--- src/core/adcm_pkg.sv ---
package adcm_pkg;

  localparam int unsigned CLK_PERIOD_NS      = 40;
  // Conversion clock period, a fixed constant; HALF_CYCLES derives from it and the system clock
  localparam int unsigned CONV_CLK_PERIOD_NS = 4000;
  localparam int unsigned HALF_CYCLES        =
    ((CONV_CLK_PERIOD_NS / 2) + CLK_PERIOD_NS - 1) / CLK_PERIOD_NS;
  localparam int unsigned CONV_TIME_MAX_US   = 40;
  localparam int unsigned CONV_MAX_CYCLES    = (CONV_TIME_MAX_US * 1000) / CLK_PERIOD_NS;

  localparam int unsigned MUX_TOP_POS = 4;
  localparam int unsigned MUX_CFG_POS = 3;
  localparam int unsigned SYNC_W      = 13;
  localparam int unsigned SYNC_CS_POS = 12;
  localparam int unsigned SYNC_WR_POS = 11;
  localparam int unsigned SYNC_RD_POS = 10;
  localparam int unsigned SYNC_CMP_POS = 9;
  localparam int unsigned SYNC_VAR_POS = 8;

  localparam logic [12:0] SYNC_RST     = 13'h1c00;
  localparam logic [4:0]  MUX_ADDR_RST = 5'h08;
  localparam logic [7:0]  RESULT_RST   = 8'h00;
  localparam logic [7:0]  SAR_MSB      = 8'h80;
  localparam logic [7:0]  PS_NEG_EIGHT = 8'h80;
  localparam logic [7:0]  PS_NEG_FOUR  = 8'h08;

  typedef enum logic [2:0] {
    MODE_DIFF   = 3'b001,
    MODE_SINGLE = 3'b010,
    MODE_PSEUDO = 3'b100
  } adcm_mode_t;

  typedef enum logic [2:0] {
    SEQ_IDLE   = 3'b001,
    SEQ_SAMPLE = 3'b010,
    SEQ_BITS   = 3'b100
  } adcm_seq_state_t;

  function automatic logic [7:0] chan_onehot(input logic [2:0] idx);
    chan_onehot = 8'h01 << idx;
  endfunction

endpackage

--- src/core/adcm_conv_if.sv ---
`timescale 1ns/1ps
`default_nettype none
interface adcm_conv_if;
  logic       start;
  logic       abort;
  logic       busy;
  logic       done;
  logic [7:0] result;
  modport ctrl (output start, output abort, input busy, input done, input result);
  modport seq  (input start, input abort, output busy, output done, output result);
endinterface
`default_nettype wire

--- src/core/adcm_mux_decode.sv ---
`timescale 1ns/1ps
`default_nettype none
module adcm_mux_decode (
  input  wire logic [4:0]         addr_i,
  input  wire logic               eight_i,
  output logic [7:0]              pos_sel_o,
  output logic [7:0]              neg_sel_o,
  output logic                    analog_ground_pin_sel_o,
  output adcm_pkg::adcm_mode_t    mode_o
);
  logic       mux_addr_top_bit;
  logic       mux_config_select_bit;
  logic       mux_addr_bit2;
  logic       mux_addr_bit1;
  logic       mux_addr_bit0;
  logic [2:0] diff_idx;
  logic [2:0] se_idx;
  logic [2:0] ps_idx;
  logic [7:0] eighth_analog_input;

  assign mux_addr_top_bit      = addr_i[adcm_pkg::MUX_TOP_POS];
  assign mux_config_select_bit = addr_i[adcm_pkg::MUX_CFG_POS];
  assign mux_addr_bit2         = addr_i[2];
  assign mux_addr_bit1         = addr_i[1];
  assign mux_addr_bit0         = addr_i[0];

  // Pair picked by bits 2..1 (bit 1 only on four inputs), bit 0 swaps polarity
  assign diff_idx = eight_i ? {mux_addr_bit2, mux_addr_bit1, mux_addr_bit0}  // RL6
                            : {1'b0, mux_addr_bit1, mux_addr_bit0};         // RL1 RL2
  assign se_idx   = eight_i ? addr_i[2:0] : {1'b0, mux_addr_bit1, mux_addr_bit0};
  // Common negative input cannot also be positive: last code clamps down
  assign ps_idx   = eight_i ? ((addr_i[2:0] == 3'h7) ? 3'h6 : addr_i[2:0])
                            : ((addr_i[1:0] == 2'h3) ? 3'h2 : {1'b0, addr_i[1:0]});
  assign eighth_analog_input = eight_i ? adcm_pkg::PS_NEG_EIGHT : adcm_pkg::PS_NEG_FOUR;

  assign mode_o = !mux_config_select_bit ? adcm_pkg::MODE_DIFF      // RL5
                : !mux_addr_top_bit      ? adcm_pkg::MODE_SINGLE
                :                          adcm_pkg::MODE_PSEUDO;

  assign pos_sel_o = (mode_o == adcm_pkg::MODE_DIFF)   ? adcm_pkg::chan_onehot(diff_idx)
                   : (mode_o == adcm_pkg::MODE_SINGLE) ? adcm_pkg::chan_onehot(se_idx)  // RL3 RL7
                   :                                     adcm_pkg::chan_onehot(ps_idx); // RL4 RL8
  assign neg_sel_o = (mode_o == adcm_pkg::MODE_DIFF)   ? adcm_pkg::chan_onehot(diff_idx ^ 3'h1)
                   : (mode_o == adcm_pkg::MODE_SINGLE) ? 8'h00
                   :                                     eighth_analog_input;          // RL4 RL8
  assign analog_ground_pin_sel_o = (mode_o == adcm_pkg::MODE_SINGLE);                                // RL3 RL7
endmodule
`default_nettype wire

--- src/core/adcm_sar_seq.sv ---
`timescale 1ns/1ps
`default_nettype none
module adcm_sar_seq #(
  parameter int unsigned HALF = adcm_pkg::HALF_CYCLES
) (
  input  wire logic       clock_i,
  input  wire logic       rst_i,
  adcm_conv_if.seq        conv,
  input  wire logic       comp_i,
  output logic [7:0]      dac_code_o,
  output logic            sample_pos_o,
  output logic            sample_neg_o,
  output logic            comp_strobe_o
);
  localparam int unsigned PERIOD = 2 * HALF;
  localparam int unsigned TW     = $clog2(PERIOD);
  localparam int HALF_I          = HALF;
  localparam int PERIOD_I        = PERIOD;

  adcm_pkg::adcm_seq_state_t state;
  logic [TW-1:0] timer;
  logic [7:0]    mask;
  logic [7:0]    next_code;
  logic          period_end;
  logic [3:0]    strobe_cnt;
  logic          comp_seen;

  assign period_end    = (timer == TW'(PERIOD - 1));
  assign sample_pos_o  = (state == adcm_pkg::SEQ_SAMPLE) && (timer == '0);       // RL11
  assign sample_neg_o  = (state == adcm_pkg::SEQ_SAMPLE) && (timer == TW'(HALF)); // RL11
  assign comp_strobe_o = (state == adcm_pkg::SEQ_BITS) && period_end;            // RL12
  // Comparator low means trial code too high, so the bit drops
  assign next_code     = (comp_i ? dac_code_o : (dac_code_o & ~mask)) | (mask >> 1); // RL13 RL15
  assign conv.busy     = (state != adcm_pkg::SEQ_IDLE);

  always_ff @(posedge clock_i) begin
    if (rst_i) begin
      state       <= adcm_pkg::SEQ_IDLE;
      timer       <= '0;
      mask        <= '0;
      dac_code_o  <= adcm_pkg::RESULT_RST;
      conv.done   <= 1'b0;
      conv.result <= adcm_pkg::RESULT_RST;
    end else begin
      conv.done <= 1'b0;
      timer     <= (!conv.busy || period_end) ? '0 : timer + 1'b1;
      if (conv.abort) begin
        state <= adcm_pkg::SEQ_IDLE;
      end else if (conv.start) begin
        state      <= adcm_pkg::SEQ_SAMPLE;
        timer      <= '0;
        mask       <= '0;
        dac_code_o <= adcm_pkg::RESULT_RST;
      end else begin
        unique case (state)
          adcm_pkg::SEQ_IDLE: ;
          adcm_pkg::SEQ_SAMPLE: if (period_end) begin
            state      <= adcm_pkg::SEQ_BITS;
            mask       <= adcm_pkg::SAR_MSB;
            dac_code_o <= adcm_pkg::SAR_MSB;
          end
          adcm_pkg::SEQ_BITS: if (period_end) begin
            dac_code_o <= next_code;
            mask       <= mask >> 1;
            if (mask[0]) begin
              state       <= adcm_pkg::SEQ_IDLE;
              conv.done   <= 1'b1;
              conv.result <= next_code; // RL10
            end
          end
        endcase
      end
    end
  end

  // Checker helpers
  always_ff @(posedge clock_i) begin
    if (rst_i || conv.start) begin
      strobe_cnt <= '0;
      comp_seen  <= 1'b0;
    end else if (comp_strobe_o) begin
      strobe_cnt <= strobe_cnt + 1'b1;
      comp_seen  <= comp_seen | comp_i;
    end
  end
endmodule
`default_nettype wire

--- src/core/adcm_top.sv ---
`timescale 1ns/1ps
`default_nettype none
// Overview of operation
// RL1: Four-input differential pairs are 1/2, 3/4.
// RL2: Address bit picks polarity within pair.
// RL3: Single-ended: channel positive, analog ground negative.
// RL4: Four-input pseudo: inputs 1-3 against input 4.
// RL5: Eight inputs support all three modes.
// RL6: Eight-input differential: pair and polarity from address.
// RL7: Eight-input single-ended: channel 1-8 against ground.
// RL8: Eight-input pseudo: channel 1-7 against channel 8.
// RL9: Read low during write keeps old configuration.
// RL10: Result is eight bits, 256 codes.
// RL11: Positive sampled, negative half period later.
// RL12: Comparator strobed at end of each period.
// RL13: Code encodes difference; equal inputs give zero.
// RL14: Write rise with read high latches address, starts.
// RL15: Positive below negative gives all-zeros code.
// RL16: Done latches result, interrupt low; read releases.
// RL17: Write fall releases interrupt, readies new conversion.
// RL18: Configuration persists until next address load.
module adcm_top #(
  parameter int unsigned HALF_CYCLES = adcm_pkg::HALF_CYCLES
) (
  input  wire logic                clock_i,
  input  wire logic                rst_i,
  input  wire logic                cs_n_i,
  input  wire logic                wr_n_i,
  input  wire logic                rd_n_i,
  input  wire logic [7:0]          db_i,
  input  wire logic                comparator_i,
  input  wire logic                eight_input_variant_i,
  output logic [7:0]               db_o,
  output logic                     db_oe_o,
  output logic                     conversion_done_irq_n_o,
  output logic [7:0]               pos_sel_o,
  output logic [7:0]               neg_sel_o,
  output logic                     analog_ground_pin_o,
  output adcm_pkg::adcm_mode_t     mux_mode_o,
  output logic [7:0]               dac_code_o,
  output logic                     sample_pos_o,
  output logic                     sample_neg_o,
  output logic                     comp_strobe_o,
  output logic                     busy_o
);
  localparam int CONV_BOUND = adcm_pkg::CONV_MAX_CYCLES;

  adcm_conv_if conv ();

  logic [12:0]                sync_a;
  logic [12:0]                sync_b;
  logic                       cs_n_s;
  logic                       wr_n_s;
  logic                       rd_n_s;
  logic                       comp_s;
  logic                       eight_s;
  logic [7:0]                 db_s;
  logic                       wr_n_prev;
  logic                       in_write;
  logic                       wr_fall;
  logic                       wr_rise;
  logic                       addr_load;
  logic                       read_now;
  logic [4:0]                 mux_addr;
  logic [7:0]                 next_pos_sel;
  logic [7:0]                 next_neg_sel;
  logic                       next_analog_ground_pin;
  adcm_pkg::adcm_mode_t       next_mode;

  // Every pin crosses two flops before use
  always_ff @(posedge clock_i) begin
    if (rst_i) begin
      sync_a <= adcm_pkg::SYNC_RST;
      sync_b <= adcm_pkg::SYNC_RST;
    end else begin
      sync_a <= {cs_n_i, wr_n_i, rd_n_i, comparator_i, eight_input_variant_i, db_i};
      sync_b <= sync_a;
    end
  end

  assign cs_n_s  = sync_b[adcm_pkg::SYNC_CS_POS];
  assign wr_n_s  = sync_b[adcm_pkg::SYNC_WR_POS];
  assign rd_n_s  = sync_b[adcm_pkg::SYNC_RD_POS];
  assign comp_s  = sync_b[adcm_pkg::SYNC_CMP_POS];
  assign eight_s = sync_b[adcm_pkg::SYNC_VAR_POS];
  assign db_s    = sync_b[7:0];

  // Strobe decode; address and strobes share the same sync delay
  assign wr_fall   = wr_n_prev && !wr_n_s && !cs_n_s;
  assign wr_rise   = in_write && !wr_n_prev && wr_n_s && !cs_n_s;
  assign addr_load = wr_rise && rd_n_s;                         // RL14
  assign read_now  = !cs_n_s && !rd_n_s && wr_n_s;

  assign conv.start = wr_rise;                                  // RL14
  assign conv.abort = wr_fall;                                  // RL17
  assign busy_o     = conv.busy;

  always_ff @(posedge clock_i) begin
    if (rst_i) begin
      wr_n_prev <= 1'b1;
      in_write  <= 1'b0;
    end else begin
      wr_n_prev <= wr_n_s;
      if (wr_fall) begin
        in_write <= 1'b1;
      end else if (wr_n_s) begin
        in_write <= 1'b0;
      end
    end
  end

  // Read held low at the rising write edge leaves the old setting
  always_ff @(posedge clock_i) begin
    if (rst_i) begin
      mux_addr <= adcm_pkg::MUX_ADDR_RST;
    end else if (addr_load) begin
      mux_addr <= db_s[4:0];                                    // RL9 RL18
    end
  end

  adcm_mux_decode u_decode (
    .addr_i     (mux_addr),
    .eight_i    (eight_s),
    .pos_sel_o  (next_pos_sel),
    .neg_sel_o  (next_neg_sel),
    .analog_ground_pin_sel_o (next_analog_ground_pin),
    .mode_o     (next_mode)
  );

  // Switch selects are registered so the analog mux never sees glitches
  always_ff @(posedge clock_i) begin
    if (rst_i) begin
      pos_sel_o           <= 8'h00;
      neg_sel_o           <= 8'h00;
      analog_ground_pin_o <= 1'b0;
      mux_mode_o          <= adcm_pkg::MODE_SINGLE;
    end else begin
      pos_sel_o           <= next_pos_sel;
      neg_sel_o           <= next_neg_sel;
      analog_ground_pin_o <= next_analog_ground_pin;
      mux_mode_o          <= next_mode;
    end
  end

  adcm_sar_seq #(
    .HALF (HALF_CYCLES)
  ) u_seq (
    .clock_i       (clock_i),
    .rst_i         (rst_i),
    .conv          (conv.seq),
    .comp_i        (comp_s),
    .dac_code_o    (dac_code_o),
    .sample_pos_o  (sample_pos_o),
    .sample_neg_o  (sample_neg_o),
    .comp_strobe_o (comp_strobe_o)
  );

  // Completion wins over a release in the same cycle
  always_ff @(posedge clock_i) begin
    if (rst_i) begin
      conversion_done_irq_n_o <= 1'b1;
    end else if (conv.done) begin
      conversion_done_irq_n_o <= 1'b0;                          // RL16
    end else if (wr_fall || read_now) begin
      conversion_done_irq_n_o <= 1'b1;                          // RL16 RL17
    end
  end

  always_ff @(posedge clock_i) begin
    if (rst_i) begin
      db_o    <= adcm_pkg::RESULT_RST;
      db_oe_o <= 1'b0;
    end else begin
      if (conv.done) begin
        db_o <= conv.result;                                    // RL16
      end
      db_oe_o <= !cs_n_s && !rd_n_s;                            // RL16
    end
  end
endmodule
`default_nettype wire

--- config.mk ---
export PLATFORM = sky130hd
export DESIGN_NAME = adcm_top
export DESIGN_NICKNAME = d
export VERILOG_FILES = /design/src/core/adcm_pkg.sv /design/src/core/adcm_conv_if.sv /design/src/core/adcm_mux_decode.sv /design/src/core/adcm_sar_seq.sv /design/src/core/adcm_top.sv
export SDC_FILE = /design/constraint.sdc
export NUM_CORES = 1
export LEC_CHECK = 0
export ABC_CLOCK_PERIOD_IN_PS = 1800
export CAP_MARGIN = 0
export CORE_ASPECT_RATIO = 0.5
export CORE_MARGIN = 1.5
export CORE_UTILIZATION = 25
export DETAILED_ROUTE_END_ITERATION = 10
export DONT_BUFFER_PORTS = 1
export SLEW_MARGIN = 20
export SYNTH_ARGS = -nofsm -noshare
export SYNTH_HDL_FRONTEND = slang
export SYNTH_SLANG_ARGS = --single-unit
--- constraint.sdc ---
create_clock -name clock_i -period 1.8 [get_ports clock_i]
set_input_delay 0.36 -clock clock_i [delete_from_list [all_inputs] [get_ports clock_i]]
set_output_delay 0.36 -clock clock_i [all_outputs]
set_load 0.02 [all_outputs]
* Yosys cells after proc, flatten, opt, wreduce, memory -nomap -nowiden *
Cells that the tools add are included.

operators by class
  $add $sub $neg = 1
  eq/ne operators = 15
  shifts and indexed selects = 3
  mux-type cells = 32
  bitwise logic cells = 8
  reduce and logical (&&, ||, !) cells = 30

operators with widths
  cell                                                   number
  two-way mux 8 bit                                      11
  case mux 8 bit (2 select lines)                        2
  two-way mux 3 bit                                      8
  left shift 1 x 3 -> 8 bit, first input constant        3
  two-way mux 7 bit                                      3
  AND reduction 4 bit                                    3
  logical AND 1 bit                                      11
  inequality test 3 x 2 -> 1 bit, second input constant  3
  bitwise AND 8 bit                                      1
  inverter 8 bit                                         1
  OR 8 x 7 -> 8 bit                                      1
  adder 7 x 1 -> 7 bit, second input constant            1
  equality test 7 x 6 -> 1 bit, second input constant    1
  equality test 7 bit, second input constant             1
  zero test 7 bit                                        1
  equality test 3 x 2 -> 1 bit, second input constant    2
  equality test 3 bit, second input constant             2
  inequality test 2 x 1 -> 1 bit, second input constant  3
  case mux 3 bit (2 select lines)                        1
  nonzero test 2 bit                                     3
  zero test 1 bit                                        5
  two-way mux 1 bit                                      5
  inverter 1 bit                                         5
  AND reduction 5 bit                                    1
  other kinds (9)                                        11

word-level totals
  register bits after elaboration = 98
  input bits = 15
  output and inout bits = 42
  word-level logic and storage cells = 108

* Depth between registers and ports, before layout *
  word-level depth = 7
  mapped depth = 6
  depth with buffers taken out = 5

* Hierarchy *
From an unflattened synthesis, not the netlist that was laid out.

unflattened totals
  cells, all modules = 361
  area total of the unflattened synthesis = 3557.2 um^2

by module, submodules not included
  module           instances  cells each  area each (um^2)
  adcm_top         1          148         1716.6
  adcm_sar_seq     1          182         1646.6
  adcm_mux_decode  1          31          193.9

* Worst setup path after synthesis *
OpenSTA, ideal clock, no wires.

  kind = register to output
  start point = reg u_seq.state[0]
  end point = out sample_pos_o
  arrival time = 2.007 ns
  slack = -0.567 ns
  stages on the path, launching flop included = 4
  cell sequence = dfxtp_1 > or3_1 > or4b_1 > nor4b_1

between the ends
  word-level cells in the longest chain between the ends = 2

RTL lines
  item                          RTL line            RTL
  start, declared               adcm_sar_seq.sv:20  adcm_pkg::adcm_seq_state_t state;
  start signal, assigned        adcm_sar_seq.sv:38  state <= adcm_pkg::SEQ_IDLE;
  start signal, assigned        adcm_sar_seq.sv:48  state <= adcm_pkg::SEQ_IDLE;
  start signal, assigned        adcm_sar_seq.sv:50  state <= adcm_pkg::SEQ_SAMPLE;
  equality test 3 x 2 -> 1 bit  adcm_sar_seq.sv:29  assign sample_pos_o = (state == adcm_pkg::SEQ_SAMPLE) && (timer == '0);
  logical AND 1 bit             adcm_sar_seq.sv:29
  end, declared                 adcm_top.sv:41      output logic sample_pos_o,

Every way passes these cells.

* Final worst setup path *
Same ends and word-level chain as after synthesis.

==> results.cfg <==
[outcome]
status = finished with violations
violations = negative setup slack

[floorplanning]
die_h_um = 83.79
core.rowCount = 29
initial_core_util_pct = 25.69
die_x_um = 164.6
io_pins = 57
die-area_mm2 = 0.01379
core_mm2 = 0.01270

[route]
avgViaCountPerCell = 4.328
drc = 0
vias = 2294
wl_um = 6746
wire_per_inst_um = 12.73
initialDrtViolationCount = 98
dr.pass1.iters = 4
ant_nets = 0

[logic_synthesis]
synth-async-reset-ratio_pct = 0
yosys_warnings = 0
syn_avg_cell_area_um2 = 10.04
synthDistinctLibCells = 42
yosysTopAreaCell = dfxtp_1
synth_area_mm2 = 0.003263
synth_edf_count = 0
ys.flop_type = dfxtp_1
syn-num-nets = 343
seq_area_frac_synth_pct = 56.44
yosys-top-cells-area = dfxtp_1 (56%), nor2_1 (5.1%), nor2b_1 (4.4%)
syn_inst = 325
synth_top_area_share_pct = 56.44
synth_seq_cells = 92

[critical_path]
r2r-end = u_seq.conv.result[1]$_SDFFE_PP0P_
ff2ff_path_depth = 8
critPathCaptureType = output port
r2r_start = u_seq.timer[0]$_SDFF_PP0_
reg2reg_slack_ns = -0.08
path_class = register to output port
worst_ep_required_time_ns = 1.44
worstSetupPathDepth = 4
critPathBufInv = 1
crit_chain = or3_4 > or4b_4 > nor4b_4 > buf_4
crit_slowest_cell = or4b_4
cpPeakStageDelay_ns = 0.51
arrival_ns = 1.93
critPathLaunchType = register
cp_top_family = simple AND/OR/NAND/NOR gates
crit_end = sample_pos_o
crit_fanout = 2
cp-startpoint = u_seq.state[0]$_SDFFE_PP1P_

[power_and_ir_drop]
power_uw = 4007
power_density_mw_per_mm2 = 974.8
p_leak_uw = 0.001495
ir_drop_v = 0.0005177

[placed_design]
gp_congestion = 0.7731
dp_hpwl_um = 4440
place_area_mm2 = 0.003659
port_buffers = 0
dpl_worst_slack_ns = -0.1338

[timing]
period_needed_ns = 2.293
whs_ns = 0.08396
slew_viol_final = 0
finalSetupViolCount = 25
setup_slack_ns = -0.4927
worst_pin_slew_ns = 0.6084
max_slew_margin_pct = 59.39
finalCritPeriodShare_pct = 127.4
skew_ns = 0.007999
rsz0062_at_grt = true
fmax_mhz = 436.2
hold_viol = 0

[global_routing]
grtUsageMet3_pct = 4.968
grt_max_degree = 74
track_usage_pct = 10.05
grt_pass1_vias = 2123
grt_pass1_wl_um = 10640
antenna_found_initial = 5
grt_overflow = 0
met1_usage_pct = 12.70
grt-busiest-layer = met2
met2_usage_pct = 14.51

[clock_tree]
cts_made_buffers = 9
clk_latency_ns = 0.34
h-tree-depth = 3
cts_tree = yes
clk_pin_slew_ns = 0.07
ctsHoldBuffers = 0
cts_sinks = 92
cts_root_buf = clkbuf_16
cts_buffer_depth = 2

[layout]
final_cell_mix = dfxtp_1 (88), nor2_1 (43), buf_4 (25)
final_common_cell = dfxtp_1
nFillCells = 1291
final_nets = 371
stdcell_area_mm2 = 0.004110
area_growth_syn_to_layout_pct = 25.96
drive_above_1_share_pct = 22.13

[min_path]
worstHoldPathType = input pin to register

[job]
max_cap_violations = 0
## metal layers
layer  share of wire [%]  wire length (um)
met4                 1.1                76
met2                  44              2965
met5                0.25                17
met3                 7.1               481
met1                  48              3206
## worst min path at each step
stage | start | end | cells past startpoint
finish | rst_i | db_o[3]$_SDFFE_PP0P_ | 1
global route | rst_i | db_o[3]$_SDFFE_PP0P_ | 1
CTS | rst_i | db_o[4]$_SDFFE_PP0P_ | 1
detailed placement | sync_a[10]$_SDFF_PP1_ | sync_b[10]$_SDFF_PP1_ | 1
global placement | sync_a[12]$_SDFF_PP1_ | sync_b[12]$_SDFF_PP1_ | 1
floorplan | sync_a[10]$_SDFF_PP1_ | sync_b[10]$_SDFF_PP1_ | 1
## cells by family after synthesis
| kind of cell | share of synthesized area (%) |
|---|---|
| buffers and inverters | 2.454 |
| adders and majority gates | 1.150 |
| DFF | 56.44 |
| AOI/OAI and AO/OA | 8.359 |
| xor gates and xnor gates | 1.610 |
| muxes | 5.177 |
| and+or+nand+nor | 24.81 |
## worst register-to-register path: stages, from the launching register on
cell and delay [ns]:
dfxtp_2 0.35, ha_4 0.15, buf_6 0.09, and4b_1 0.22
nand3_2 0.12, buf_6 0.14, nor3b_4 0.22, buf_12 0.17
mux2_4 0.30
## state kept, by name, indices dropped and copies added, names as in the netlist
name                     cells
mux_mode_o                   3
u_seq.conv.done              1
analog_ground_pin_o          1
sync_b                      10
u_seq.conv.result            8
mux_addr                     5
db_oe_o                      1
in_write                     1
u_seq.timer                  7
neg_sel_o                    8
u_seq.mask                   8
conversion_done_irq_n_o      1
wr_n_prev                    1
sync_a                      10
u_seq.dac_code_o             8
pos_sel_o                    8
db_o                         8
u_seq.state                  3
## cells in the mapped netlist, drive strengths merged, types with 2 or more instances
cell	instances
dfxtp	92
nor2	44
nor2b	23
a21oi	17
a22o	15
nand2	15
clkbuf	12
nand2b	12
nand3	10
nor3	10
mux2i	9
or2	8
mux2	7
inv	6
nor3b	5
nor4	4
xnor2	4
and3	3
buf	3
ha	3
nor4b	3
nand4b	2
o21ai	2
or3	2
xor2	2
## per-stage QoR
stage | util, % | instances | setup TNS [ns]
after global placement | 28.81 | 501 | -0.1264
after global routing | 32.33 | 528 | -4.098
after CTS | 31.63 | 522 | -0.8958
after detailed placement | 28.81 | 501 | -0.1376
final | 32.36 | 530 | -2.132
after floorplan | - | 325 | -0.3973
## layout make-up
type                       instances  area (um2)  share of cell area, %
clock inverter                     4       55.05                  1.339
timing repair buffer              32       275.3                  6.697
multi-input combinational        212        1441                  35.07
antenna                            3       7.507                 0.1826
sequential                        92        1849                  44.99
inverter                           6       26.28                 0.6393
tap                              170       212.7                  5.175
clock buffer                      11       242.7                  5.906
## timing repair
item,4_1_cts,5_1_grt
gates resized for setup,4,16
gates cloned,0,1
setup endpoints to repair,6,24
buffers inserted,6,4
pin swaps,1,14
## power by group
group	switching, uW	total, uW	internal, uW	leakage, uW
clock	777	1890	1120	0.000143
sequential	13.9	2070	2060	0.000748
combinational	16.7	41.0	24.3	0.000605
(Power assumes the default switching activity.)
